**src/hw/overlay_plane_cfg.svh**
```systemverilog
// Purpose: Offsets, field positions and reset values of the overlay plane registers
// Assumes: Byte offsets within the display register space, 20-bit address
// Notes: Definitions only
`ifndef OVERLAY_PLANE_CFG_SVH
`define OVERLAY_PLANE_CFG_SVH

// ************************************************************
// Register offsets
// ************************************************************
`define OFS_SIZE 20'h72190
`define OFS_KEY_VALUE 20'h72194
`define OFS_KEY_MASK 20'h72198
`define OFS_SURFACE 20'h7219c
`define OFS_KEY_MAXIMUM 20'h721a0
`define OFS_TILED_OFFSET 20'h721a4

// ************************************************************
// Field positions
// ************************************************************
`define FLD_UPPER 27:16
`define FLD_LOWER 11:0
`define FLD_BYTE2 23:16
`define FLD_BYTE1 15:8
`define FLD_BYTE0 7:0
`define FLD_SRC_EN_V 26
`define FLD_SRC_EN_Y 25
`define FLD_SRC_EN_U 24
`define FLD_SURF_PAGE 31:12

// ************************************************************
// Reset values
// ************************************************************
`define RST_WORD 32'h00000000
`define RST_PAGE_LOW 12'h000

`endif

```
**src/hw/overlay_plane_pkg.sv**
```systemverilog
// Purpose: Types shared by the overlay plane register bank and its key matcher
// Assumes: Constants live in overlay_plane_cfg.svh
// Notes: All structs are packed so they can be held and compared as vectors
package overlay_plane_pkg;

	// ************************************************************
	// Register fields
	// ************************************************************
	typedef struct packed {
		logic [11:0] height_m1;
		logic [11:0] width_m1;
	} plane_size_s;

	typedef struct packed {
		logic [7:0] v_r;
		logic [7:0] y_g;
		logic [7:0] u_b;
	} key_triple_s;

	typedef struct packed {
		logic en_v;
		logic en_y;
		logic en_u;
		key_triple_s dmask;
	} key_mask_s;

	typedef struct packed {
		logic [11:0] y;
		logic [11:0] x;
	} tile_offset_s;

	typedef struct packed {
		plane_size_s size;
		key_triple_s kval;
		key_mask_s kmsk;
		logic [19:0] surf;
		key_triple_s kmax;
		tile_offset_s toff;
	} regset_s;

	typedef enum logic [2:0] {
		SEL_NONE,
		SEL_SIZE,
		SEL_KEY_VALUE,
		SEL_KEY_MASK,
		SEL_SURFACE,
		SEL_KEY_MAXIMUM,
		SEL_TILED_OFFSET
	} reg_sel_e;

	// ************************************************************
	// Module state
	// ************************************************************
	typedef struct packed {
		regset_s pend;
		regset_s act;
		logic armed;
		logic [31:0] rdata;
		logic rvalid;
		logic [12:0] width_px;
		logic [12:0] height_ln;
		logic [11:0] pan_x;
		logic [11:0] pan_y;
		logic pan_tiled;
		logic pan_lower_right;
	} geom_state_s;

	typedef struct packed {
		logic match;
		logic show_overlay;
		logic valid;
	} key_state_s;

endpackage

```
**src/hw/colour_key_match.sv**
```systemverilog
// Purpose: Source range and destination colour key compare for one overlay pixel
// Assumes: Key settings already latched; pixels on the display clock
// Notes: Result appears one clock after pixel_valid
`timescale 1ns/100ps
`default_nettype none
module colour_key_match (
	// Clock and reset
	input wire logic clock,
	input wire logic rst_n,
	// Latched key settings
	input wire overlay_plane_pkg::key_triple_s key_value,
	input wire overlay_plane_pkg::key_triple_s key_maximum,
	input wire overlay_plane_pkg::key_mask_s key_mask,
	// Keying mode
	input wire logic src_key_en,
	input wire logic dst_key_en,
	// Pixels
	input wire overlay_plane_pkg::key_triple_s ovl_pixel,
	input wire overlay_plane_pkg::key_triple_s pri_pixel,
	input wire logic pixel_valid,
	// Result
	output logic key_match,
	output logic show_overlay,
	output logic key_valid
);

	overlay_plane_pkg::key_state_s st_reg;
	overlay_plane_pkg::key_state_s st_next;
	logic src_hit;
	logic dst_hit;

	function automatic logic in_range(input logic [7:0] v, input logic [7:0] lo,
		input logic [7:0] hi);
		return (v >= lo) && (v <= hi);
	endfunction

	// ************************************************************
	// Compare
	// ************************************************************
	always_comb begin
		st_next = st_reg;
		src_hit = (!key_mask.en_v || in_range(ovl_pixel.v_r, key_value.v_r, key_maximum.v_r)) &&
			(!key_mask.en_y || in_range(ovl_pixel.y_g, key_value.y_g, key_maximum.y_g)) &&
			(!key_mask.en_u || in_range(ovl_pixel.u_b, key_value.u_b, key_maximum.u_b));
		dst_hit = (((pri_pixel ^ key_value) & key_mask.dmask) == 24'h000000);
		st_next.valid = pixel_valid;
		st_next.match = dst_key_en ? dst_hit : (src_key_en && src_hit);
		// A keyed-out overlay pixel lets the primary plane show through
		st_next.show_overlay = dst_key_en ? dst_hit : !(src_key_en && src_hit);
	end

	always_ff @(posedge clock or negedge rst_n) begin
		if (!rst_n) begin
			st_reg <= '0;
		end else begin
			st_reg <= st_next;
		end
	end

	assign key_match = st_reg.match;
	assign show_overlay = st_reg.show_overlay;
	assign key_valid = st_reg.valid;

	// ************************************************************
	// Checks
	// ************************************************************
	AST_DST_COMPARE: assert property (@(posedge clock) disable iff (!rst_n)
		dst_key_en |=> show_overlay == ((($past(pri_pixel) ^ $past(key_value)) &
		$past(key_mask.dmask)) == 24'h000000))
		else $error("destination key compare wrong");
	AST_SRC_RANGE: assert property (@(posedge clock) disable iff (!rst_n)
		(src_key_en && !dst_key_en && key_mask.en_y && (ovl_pixel.y_g < key_value.y_g))
		|=> !key_match && show_overlay)
		else $error("pixel below range matched");
	AST_MAX_IDLE: assert property (@(posedge clock) disable iff (!rst_n)
		(!src_key_en && !dst_key_en) |=> !key_match && show_overlay)
		else $error("key active with keying off");
	COV_DST_HIT: cover property (@(posedge clock) disable iff (!rst_n)
		dst_key_en ##1 show_overlay);
	COV_SRC_HIT: cover property (@(posedge clock) disable iff (!rst_n)
		src_key_en ##1 key_match);

endmodule // colour_key_match
`default_nettype wire

```
**src/hw/sprite_plane_geometry_key_regs.sv**
```systemverilog
// Purpose: Geometry, surface and colour key registers of one overlay plane
// Assumes: All inputs are on the display clock; vblank_start is a one-cycle pulse
// Notes: Pending copies are what software reads back; active copies drive the plane
//
// Functional notes
// Height field is line count minus one
// Width field is pixel count minus one
// Software keeps width even for doubled/luma-chroma
// Software keeps width within stride in pixels
// Software keeps position plus width on screen
// Size latches after arming, at blank or disable
// Surface write arms the armed registers
// Key, surface, tile latch at blank or pipe-off
// Key value bytes are minimums or compare values
// Key maximum only matters with source keying
// Mask bits 26..24 enable per-channel range checks
// Cleared destination mask bits ignore mismatches
// Software never enables both keying modes
// Software writes 4K aligned surface base
// Surface base is an aperture page index
// Tiled surfaces pan by tile offset, linear ignore it
// Tile offset gives start line and pixel
// Software keeps tiled x offset even
// Rotation makes tile offset the lower-right corner
// Surface base updated by writes and flips
// Destination match shows overlay, else primary
// Source match needs all enabled channels in range
// Reserved bits read zero, writes ignored
`timescale 1ns/100ps
`default_nettype none
`include "overlay_plane_cfg.svh"
module sprite_plane_geometry_key_regs (
	// Clock and reset
	input wire logic clock,
	input wire logic rst_n,
	// Register access
	input wire logic mmio_wr,
	input wire logic mmio_rd,
	input wire logic [19:0] mmio_addr,
	input wire logic [31:0] mmio_wdata,
	output logic [31:0] mmio_rdata,
	output logic mmio_rvalid,
	// Command streamer flip
	input wire logic flip_valid,
	input wire logic [31:0] flip_addr,
	// Pipe and plane status
	input wire logic vblank_start,
	input wire logic pipe_enabled,
	input wire logic plane_enabled,
	input wire logic tiled_surface,
	input wire logic rotate_180,
	input wire logic src_key_en,
	input wire logic dst_key_en,
	// Pixel path
	input wire overlay_plane_pkg::key_triple_s ovl_pixel,
	input wire overlay_plane_pkg::key_triple_s pri_pixel,
	input wire logic pixel_valid,
	// Geometry and surface
	output logic [12:0] width_px,
	output logic [12:0] height_ln,
	output logic [19:0] surface_page,
	output logic [11:0] pan_x,
	output logic [11:0] pan_y,
	output logic pan_tiled,
	output logic pan_lower_right,
	output logic size_armed,
	// Key result
	output logic key_match,
	output logic show_overlay,
	output logic key_valid
);

	// ************************************************************
	// State
	// ************************************************************
	overlay_plane_pkg::geom_state_s st_reg;
	overlay_plane_pkg::geom_state_s st_next;
	overlay_plane_pkg::reg_sel_e acc_sel;
	logic arm_event;
	logic key_update;
	logic size_update;

	function automatic overlay_plane_pkg::reg_sel_e decode(input logic [19:0] addr);
		case (addr)
			`OFS_SIZE: return overlay_plane_pkg::SEL_SIZE;
			`OFS_KEY_VALUE: return overlay_plane_pkg::SEL_KEY_VALUE;
			`OFS_KEY_MASK: return overlay_plane_pkg::SEL_KEY_MASK;
			`OFS_SURFACE: return overlay_plane_pkg::SEL_SURFACE;
			`OFS_KEY_MAXIMUM: return overlay_plane_pkg::SEL_KEY_MAXIMUM;
			`OFS_TILED_OFFSET: return overlay_plane_pkg::SEL_TILED_OFFSET;
			default: return overlay_plane_pkg::SEL_NONE;
		endcase
	endfunction

	function automatic logic [31:0] triple_word(input overlay_plane_pkg::key_triple_s t);
		logic [31:0] w;
		w = `RST_WORD;
		w[`FLD_BYTE2] = t.v_r;
		w[`FLD_BYTE1] = t.y_g;
		w[`FLD_BYTE0] = t.u_b;
		return w;
	endfunction

	function automatic logic [31:0] pair_word(input logic [11:0] hi, input logic [11:0] lo);
		logic [31:0] w;
		w = `RST_WORD;
		w[`FLD_UPPER] = hi;
		w[`FLD_LOWER] = lo;
		return w;
	endfunction

	function automatic overlay_plane_pkg::key_triple_s word_triple(input logic [31:0] w);
		overlay_plane_pkg::key_triple_s t;
		t.v_r = w[`FLD_BYTE2];
		t.y_g = w[`FLD_BYTE1];
		t.u_b = w[`FLD_BYTE0];
		return t;
	endfunction

	assign acc_sel = decode(mmio_addr);

	// ************************************************************
	// Next state
	// ************************************************************
	always_comb begin
		st_next = st_reg;
		arm_event = 1'b0;
		// Pipe off makes the latch transparent so a mode set needs no blank
		key_update = vblank_start || !pipe_enabled;
		size_update = st_reg.armed && (vblank_start || !pipe_enabled || !plane_enabled);

		// Read back pending values; unmapped and reserved bits give zero
		st_next.rvalid = mmio_rd;
		st_next.rdata = `RST_WORD;
		if (mmio_rd) begin
			case (acc_sel)
				overlay_plane_pkg::SEL_SIZE: begin
					st_next.rdata = pair_word(st_reg.pend.size.height_m1,
						st_reg.pend.size.width_m1);
				end
				overlay_plane_pkg::SEL_KEY_VALUE: begin
					st_next.rdata = triple_word(st_reg.pend.kval);
				end
				overlay_plane_pkg::SEL_KEY_MASK: begin
					st_next.rdata = triple_word(st_reg.pend.kmsk.dmask);
					st_next.rdata[`FLD_SRC_EN_V] = st_reg.pend.kmsk.en_v;
					st_next.rdata[`FLD_SRC_EN_Y] = st_reg.pend.kmsk.en_y;
					st_next.rdata[`FLD_SRC_EN_U] = st_reg.pend.kmsk.en_u;
				end
				overlay_plane_pkg::SEL_SURFACE: begin
					st_next.rdata = {st_reg.pend.surf, `RST_PAGE_LOW};
				end
				overlay_plane_pkg::SEL_KEY_MAXIMUM: begin
					st_next.rdata = triple_word(st_reg.pend.kmax);
				end
				overlay_plane_pkg::SEL_TILED_OFFSET: begin
					st_next.rdata = pair_word(st_reg.pend.toff.y, st_reg.pend.toff.x);
				end
				default: begin
					st_next.rdata = `RST_WORD;
				end
			endcase
		end

		// A flip from the command streamer loads the base like a write
		if (flip_valid) begin
			st_next.pend.surf = flip_addr[`FLD_SURF_PAGE];
			arm_event = 1'b1;
		end

		// Only defined fields are stored, so reserved bits have no effect
		if (mmio_wr) begin
			case (acc_sel)
				overlay_plane_pkg::SEL_SIZE: begin
					st_next.pend.size.height_m1 = mmio_wdata[`FLD_UPPER];
					st_next.pend.size.width_m1 = mmio_wdata[`FLD_LOWER];
				end
				overlay_plane_pkg::SEL_KEY_VALUE: begin
					st_next.pend.kval = word_triple(mmio_wdata);
				end
				overlay_plane_pkg::SEL_KEY_MASK: begin
					st_next.pend.kmsk.en_v = mmio_wdata[`FLD_SRC_EN_V];
					st_next.pend.kmsk.en_y = mmio_wdata[`FLD_SRC_EN_Y];
					st_next.pend.kmsk.en_u = mmio_wdata[`FLD_SRC_EN_U];
					st_next.pend.kmsk.dmask = word_triple(mmio_wdata);
				end
				overlay_plane_pkg::SEL_SURFACE: begin
					st_next.pend.surf = mmio_wdata[`FLD_SURF_PAGE];
					arm_event = 1'b1;
				end
				overlay_plane_pkg::SEL_KEY_MAXIMUM: begin
					st_next.pend.kmax = word_triple(mmio_wdata);
				end
				overlay_plane_pkg::SEL_TILED_OFFSET: begin
					st_next.pend.toff.y = mmio_wdata[`FLD_UPPER];
					st_next.pend.toff.x = mmio_wdata[`FLD_LOWER];
				end
				default: begin
					st_next.pend = st_next.pend;
				end
			endcase
		end

		// Unarmed registers follow their pending copy at each update point
		if (key_update) begin
			st_next.act.kval = st_reg.pend.kval;
			st_next.act.kmsk = st_reg.pend.kmsk;
			st_next.act.kmax = st_reg.pend.kmax;
			st_next.act.surf = st_reg.pend.surf;
			st_next.act.toff = st_reg.pend.toff;
		end

		// Size waits for arming; a fresh arm in the same cycle survives
		if (size_update) begin
			st_next.act.size = st_reg.pend.size;
			st_next.armed = 1'b0;
		end
		if (arm_event) begin
			st_next.armed = 1'b1;
		end

		// Outputs derived from the active copy and the tiled_surface and rotate_180 inputs
		st_next.width_px = {1'b0, st_next.act.size.width_m1} + 13'h0001;
		st_next.height_ln = {1'b0, st_next.act.size.height_m1} + 13'h0001;
		st_next.pan_tiled = tiled_surface;
		st_next.pan_x = tiled_surface ? st_next.act.toff.x : 12'h000;
		st_next.pan_y = tiled_surface ? st_next.act.toff.y : 12'h000;
		st_next.pan_lower_right = tiled_surface && rotate_180;
	end

	always_ff @(posedge clock or negedge rst_n) begin
		if (!rst_n) begin
			st_reg <= '0;
		end else begin
			st_reg <= st_next;
		end
	end

	// ************************************************************
	// Outputs
	// ************************************************************
	assign mmio_rdata = st_reg.rdata;
	assign mmio_rvalid = st_reg.rvalid;
	assign width_px = st_reg.width_px;
	assign height_ln = st_reg.height_ln;
	// Page index into the aperture; the translation table walk sits downstream
	assign surface_page = st_reg.act.surf;
	assign pan_x = st_reg.pan_x;
	assign pan_y = st_reg.pan_y;
	assign pan_tiled = st_reg.pan_tiled;
	assign pan_lower_right = st_reg.pan_lower_right;
	assign size_armed = st_reg.armed;

	// ************************************************************
	// Key matcher
	// ************************************************************
	colour_key_match u_key (
		.clock(clock),
		.rst_n(rst_n),
		.key_value(st_reg.act.kval),
		.key_maximum(st_reg.act.kmax),
		.key_mask(st_reg.act.kmsk),
		.src_key_en(src_key_en),
		.dst_key_en(dst_key_en),
		.ovl_pixel(ovl_pixel),
		.pri_pixel(pri_pixel),
		.pixel_valid(pixel_valid),
		.key_match(key_match),
		.show_overlay(show_overlay),
		.key_valid(key_valid)
	);

	// ************************************************************
	// Checks
	// ************************************************************
	AST_SIZE_HOLD: assert property (@(posedge clock) disable iff (!rst_n)
		!st_reg.armed |=> $stable(st_reg.act.size))
		else $error("size changed without arming");
	AST_SIZE_LATCH: assert property (@(posedge clock) disable iff (!rst_n)
		(st_reg.armed && vblank_start) |=> st_reg.act.size == $past(st_reg.pend.size))
		else $error("armed size not latched at blank");
	AST_ARM: assert property (@(posedge clock) disable iff (!rst_n)
		(mmio_wr && acc_sel == overlay_plane_pkg::SEL_SURFACE) |=> size_armed)
		else $error("surface write did not arm");
	AST_FLIP: assert property (@(posedge clock) disable iff (!rst_n)
		(flip_valid && !(mmio_wr && acc_sel == overlay_plane_pkg::SEL_SURFACE))
		|=> size_armed && st_reg.pend.surf == $past(flip_addr[31:12]))
		else $error("flip not taken");
	AST_KEY_LATCH: assert property (@(posedge clock) disable iff (!rst_n)
		vblank_start |=> st_reg.act.kval == $past(st_reg.pend.kval) &&
		st_reg.act.toff == $past(st_reg.pend.toff))
		else $error("key or tile offset not latched at blank");
	AST_KEY_HOLD: assert property (@(posedge clock) disable iff (!rst_n)
		(pipe_enabled && !vblank_start) |=> $stable(st_reg.act.kval) &&
		$stable(surface_page))
		else $error("active value moved outside update point");
	// Counts are registered from the active copy, so the first cycle out of reset is skipped
	AST_SIZE_COUNT: assert property (@(posedge clock) disable iff (!rst_n)
		rst_n |=> height_ln == {1'b0, st_reg.act.size.height_m1} + 13'h0001 &&
		width_px == {1'b0, st_reg.act.size.width_m1} + 13'h0001)
		else $error("size count not value plus one");
	AST_RESERVED: assert property (@(posedge clock) disable iff (!rst_n)
		(mmio_rd && acc_sel == overlay_plane_pkg::SEL_SIZE) |=>
		mmio_rvalid && mmio_rdata[31:28] == 4'h0 && mmio_rdata[15:12] == 4'h0)
		else $error("reserved size bits read nonzero");
	AST_UNMAPPED: assert property (@(posedge clock) disable iff (!rst_n)
		(mmio_rd && acc_sel == overlay_plane_pkg::SEL_NONE) |=> mmio_rdata == 32'h00000000)
		else $error("unmapped read nonzero");
	AST_LINEAR_PAN: assert property (@(posedge clock) disable iff (!rst_n)
		!tiled_surface |=> !pan_tiled && pan_x == 12'h000 && pan_y == 12'h000)
		else $error("tile offset used on linear surface");
	AST_ROTATE: assert property (@(posedge clock) disable iff (!rst_n)
		(tiled_surface && rotate_180) |=> pan_lower_right)
		else $error("rotation corner flag missing");
	AST_ROTATE_OFF: assert property (@(posedge clock) disable iff (!rst_n)
		!(tiled_surface && rotate_180) |=> !pan_lower_right)
		else $error("rotation corner flag without rotation");
	AST_TILE_PAN: assert property (@(posedge clock) disable iff (!rst_n)
		tiled_surface |=> pan_tiled && pan_x == st_reg.act.toff.x &&
		pan_y == st_reg.act.toff.y)
		else $error("tiled pan not taken from active offset");
	AST_PIPE_OFF: assert property (@(posedge clock) disable iff (!rst_n)
		!pipe_enabled |=> st_reg.act.kmsk == $past(st_reg.pend.kmsk) &&
		surface_page == $past(st_reg.pend.surf))
		else $error("pipe off did not pass pending values");
	AST_PLANE_OFF: assert property (@(posedge clock) disable iff (!rst_n)
		(st_reg.armed && !plane_enabled) |=> st_reg.act.size == $past(st_reg.pend.size))
		else $error("armed size not latched with plane off");
	AST_SURF_LOW: assert property (@(posedge clock) disable iff (!rst_n)
		(mmio_rd && acc_sel == overlay_plane_pkg::SEL_SURFACE) |=>
		mmio_rdata[11:0] == 12'h000)
		else $error("reserved surface bits read nonzero");
	AST_READ_IDLE: assert property (@(posedge clock) disable iff (!rst_n)
		!mmio_rd |=> !mmio_rvalid && mmio_rdata == 32'h00000000)
		else $error("read data outside a read answer");
	COV_ARMED_BLANK: cover property (@(posedge clock) disable iff (!rst_n)
		st_reg.armed && vblank_start);
	COV_FLIP: cover property (@(posedge clock) disable iff (!rst_n)
		flip_valid ##1 size_armed);
	COV_PIPE_OFF: cover property (@(posedge clock) disable iff (!rst_n)
		!pipe_enabled && st_reg.armed);

endmodule // sprite_plane_geometry_key_regs
`default_nettype wire

```
**config.mk**
```make
export PLATFORM = sky130hd
export DESIGN_NAME = sprite_plane_geometry_key_regs
export DESIGN_NICKNAME = d
export VERILOG_FILES = /design/src/hw/overlay_plane_pkg.sv /design/src/hw/colour_key_match.sv /design/src/hw/sprite_plane_geometry_key_regs.sv
export VERILOG_INCLUDE_DIRS = /design/src /design/src/hw
export SDC_FILE = /design/constraint.sdc
export NUM_CORES = 1
export LEC_CHECK = 0
export BUFFER_PORTS_ARGS = -buffer_cell sky130_fd_sc_hd__buf_2
export CORE_MARGIN = 5
export CORE_UTILIZATION = 50
export CTS_BUF_LIST = sky130_fd_sc_hd__clkbuf_8
export DETAILED_ROUTE_END_ITERATION = 8
export PLACE_DENSITY = 0.77
export SLEW_MARGIN = 0
export SYNTH_ARGS = -nofsm -noshare
export SYNTH_HDL_FRONTEND = slang
export SYNTH_SLANG_ARGS = --single-unit
```
**constraint.sdc**
```tcl
create_clock -name clock -period 3.6 [get_ports clock]
set_input_delay 0.72 -clock clock [delete_from_list [all_inputs] [get_ports clock]]
set_output_delay 0.72 -clock clock [all_outputs]
set_load 0.005 [all_outputs]
```
# ---- Yosys cells after proc, flatten, opt, wreduce, memory -nomap -nowiden
# Cells that the tools add are included.
dict set report word_totals {
  regBits 375
  in_bits 145
  output_inout_bits 109
  word_cells 113
}
dict set report op_classes {
  n_addsub 2
  magnitude_cmp 6
  eq_ne 12
  n_mux 19
  n_bitwise 2
  reduce_logical 26
}
# cell n
set ops {}
lappend ops {{case mux 32 bit (6 select lines)} 1}
lappend ops {{equality test 20 x 19 -> 1 bit, second input constant} 6}
lappend ops {{2-to-1 mux 24 bit} 4}
lappend ops {{2-to-1 mux 68 bit} 1}
lappend ops {{2-to-1 mux 20 bit} 2}
lappend ops {{2-to-1 mux 32 bit} 1}
lappend ops {{adder 12 x 1 -> 13 bit, second input constant} 2}
lappend ops {{bitwise AND 24 bit} 1}
lappend ops {{greater-or-equal comparator 8 bit} 3}
lappend ops {{<= comparator 8 bit} 3}
lappend ops {{logical NOT 24 bit} 1}
lappend ops {{2-to-1 mux 12 bit} 2}
lappend ops {{bitwise XOR 24 bit} 1}
lappend ops {{case mux 3 bit (6 select lines)} 1}
lappend ops {{AND reduction 2 bit} 5}
lappend ops {{equality test 3 bit, second input constant} 3}
lappend ops {{logical AND 1 bit} 8}
lappend ops {{2-to-1 mux 1 bit} 7}
lappend ops {{equality test 3 x 2 -> 1 bit, second input constant} 2}
lappend ops {{logical NOT 1 bit} 6}
lappend ops {{logical OR 1 bit} 5}
lappend ops {{equality test 3 x 1 -> 1 bit, second input constant} 1}
lappend ops {{nonzero test 2 bit} 1}

# ---- Longest topological paths before layout
dict set report depth {
  ltp_word 8
  depth_mapped 12
  depth_no_buf 9
}

# ---- Hierarchy
# Synthesis repeated with hierarchy kept, for this count alone.
dict set report hier_totals {
  hier_cells 1392
  hier_area_um2 17566.8
}
# mod instances cells_each area_per_inst_um2 seq_area_each_um2
set modules_own_cells {}
lappend modules_own_cells {sprite_plane_geometry_key_regs 1 1182 15932.8 9308.9}
lappend modules_own_cells {colour_key_match 1 210 1634.1 75.1}

# ---- Worst setup path before layout
# OpenSTA, ideal clock, no wires.
dict set report synth_path {
  path_kind {input to register}
  start {input plane_enabled}
  end {register st_reg, in the netlist height_ln[8]}
  setup_ps 79
  t_arrival_ps 3254
  required_time_ps 3521
  setup_slack_ps 267
  cell_stages 12
  path_buffers 3
  path_cell_list {and3b_1 -> clkbuf_1 -> nor2_1 -> buf_2 -> buf_2 -> mux2i_1 -> inv_1 -> ha_1 -> a21boi_0 -> or4b_2 -> nor3_1 -> xor2_1}
}
# element line_no
set synth_rtl {}
lappend synth_rtl {{start: declaration} sprite_plane_geometry_key_regs.sv:49} ;# input wire logic plane_enabled,
lappend synth_rtl {{end signal: assignment} sprite_plane_geometry_key_regs.sv:235} ;# st_reg <= st_next;
lappend synth_rtl {{end: declaration} sprite_plane_geometry_key_regs.sv:76} ;# overlay_plane_pkg::geom_state_s st_reg;

==> reports/metrics.yaml <==
status:
  status: "finished, final reports clean"
yosys:
  synth_compound_area_share_pct: 5.47
  syn_avg_cell_area_um2: 12.6
  ys_types: 65
  synth_most_common_cell: "dfrtp_1"
  yosys.area_share.simple_pct: 6.81
  async_reset_ff_share_pct: 100
  synth_top_family_by_area: "multiplexers"
  ys_ff_latch: 375
  synthXorXnorAreaFrac_pct: 2.19
  synth_edf_count: 0
  synth_commonest_cells: "375 x dfrtp_1, 243 x mux2_2, 104 x buf_4"
  netlist_top_cells_area: "dfrtp_1 55%, mux2_2 16%, buf_4 4.5%, mux2i_1 4.0%, ha_1 3.6%"
  synth_area_mm2: 0.0172
  synth_seq_area_share_pct: 54.5
  syn_nets: 1562
  ys.flop_type: "dfrtp_1"
  synth_mux_area_share_pct: 20.0
  synth_top_area_cell: "dfrtp_1"
  synth_fa_ha_area_share_pct: 3.64
  syn_inst: 1367
  synth_warnings: 0
  post-synth-top-area-fraction_pct: 54.5
final_layout:
  largest_reg_flops: 266
  drive_gt1_share_pct: 39.3
  num-nets-final: 1737
  syn2layout_area_growth_pct: 13.5
  final_area_mm2: 0.0195
worst_setup_path:
  timing.rr.end: "height_ln[8]"
  start_kind: "register"
  critPathCaptureType: "register"
  crit_fanout: 10
  crit_arrival_ns: 3.37
  path_class: "reg2reg"
  reg2reg_from: "size_armed"
  reg2reg_depth: 9
  cp.required_ns: 4.13
  r2r_setup_slack_ns: 0.76
  crit_path_start: "size_armed"
place:
  gp_congestion: 0.874
  io_buffers: 241
  dp_hpwl_mm: 30.7
  place_area_mm2: 0.0183
floorplan:
  die_w_um: 196
  num_rows: 68
  start_util_pct: 50.2
  ioPinCount: 254
  die_h_um: 196
  core_mm2: 0.0343
  die_area_mm2: 0.0382
sta:
  setup_tns_ns: 0
  clock_skew_ns: 0.0355
  rsz0062_at_grt: "no"
  period_minus_slack_ns: 2.84
  finalSetupViolCount: 0
  fin_crit_sh_pct: 79.0
  relSlewSlack_pct: 42.5
  worst-slew-pin-transition_ns: 0.863
  hold_viol_final: 0
  drv_slew: 0
  fmax_mhz: 352
power:
  ir_drop_mv: 0.371
  power-per-cell-area_mw_per_mm2: 435
  leakagePower_nw: 10.1
run:
  maxCapViolations: 0
routing:
  drt_iter0_drc: 483
  ant_nets: 0
  drt_pass1_iterations: 4
  drcViolationCount: 0
  vias: 10900
  drt-total-wl_mm: 43.2
  via_per_inst: 5.34
  wire_per_inst_um: 21.1
global_routing:
  grt_pass1_wl_mm: 67.1
  antenna_found_initial: 8
  grt_max_degree: 121
  grt.total_usage_pct: 22.4
  grt_overflow: 0
  grt_pass1_vias: 11600
cts:
  path_clk_slew_ns: 0.06
  cts_buffers: 60
  insertion_delay_ns: 0.63
  cts_num_sinks: 375
  htreeDepth: 2
  cts_tree: "yes"
  ctsHoldBuffers: 0
  cts_setup_buffers: 0
  clockBufferDepth: 3
  cts_resized: 0
  cts-root-buf: "clkbuf_8"
worst_hold_path:
  hold_class: "in2async"
## worst max path at each step
stage	cells past startpoint	endpoint	slack [ns]
floorplan	12	height_ln[8]	0.27
global placement	10	height_ln[8]	0.39
detailed placement	10	height_ln[8]	0.24
CTS	9	height_ln[8]	0.79
global route	9	height_ln[8]	0.59
finish	9	height_ln[8]	0.76
## power by group
group          leakage (nW)  total, mW  switching, mW  internal (mW)
registers              5.12       4.31         0.0374           4.27
clock network         0.696       3.67           1.66           2.01
logic                  4.30      0.513          0.298          0.215
total                  10.1       8.49           2.00           6.50
## layer usage
| layer | global-route usage [%] | share of wire, % | vias up | routed length [um] |
|---|---|---|---|---|
| met1 | 31.4 | 45 | 5511 | 19400 |
| li1 | - | - | 5033 | - |
| met5 | 0 | 0.16 | - | 71 |
| met2 | 35.8 | 47 | 295 | 20500 |
| met4 | 6.00 | 1.9 | 12 | 835 |
| met3 | 4.97 | 5.8 | 79 | 2530 |
## cell type report
class                           count  area, um2
Tap cell                          455        569
Sequential cell                   375       9380
Antenna cell                        5       12.5
Multi-Input combinational cell    770       6570
Clock buffer                       78       1070
Inverter                           66        248
Timing Repair Buffer              269       1510
Clock inverter                     28        159
Fill cell                        2809      14800
## worst max-delay path: stages, from the launching register on
cell and delay (ns):
dfrtp_1 0.55, inv_1 0.21, nor2_2 0.23, mux2i_1 0.13, inv_1 0.09, ha_1 0.17
a21boi_0 0.31, or4b_2 0.70, nor3_1 0.21, xor2_1 0.16
## logic make-up (layout without fill, tap and decap cells)
logic type,count (synthesis),in the layout
AO/OA/AOI/OAI,145,145
buffers and inverters,222,441
flip-flops,375,375
XOR/XNOR,43,43
other,0,5
multiplexers,313,313
AND/OR/NAND/NOR,219,219
adder cells (fa/ha/maj),50,50
## metrics by stage
step	util [%]	instances	hold WS [ns]	power (mW)	setup slack [ns]
6_report	57.0	2046	0.168	8.49	0.756
5_1_grt	56.9	2043	0.189	8.84	0.588
4_1_cts	56.9	2041	0.166	8.59	0.795
3_5_place_dp	53.3	1935	0.474	4.91	0.242
3_3_place_gp	53.3	1935	0.464	4.89	0.395
2_1_floorplan	-	1367	0.424	4.63	0.267
## layout by cell type (no fill, tap or decap), types with 9 or more instances in the layout
cell,instances
a211oi_1,9
a21oi_1,62
a221oi_1,19
and2_1,34
buf_2,240
buf_4,21
clkbuf_8,78
clkinv_2,11
dfrtp_1,375
ha_1,50
inv_1,79
mux2_2,243
mux2i_1,68
nand2_1,42
nand3_1,15
nor2_1,66
o21ai_0,14
xnor2_1,16
xor2_1,27
Note: power is estimated with default switching activity, not from simulation.
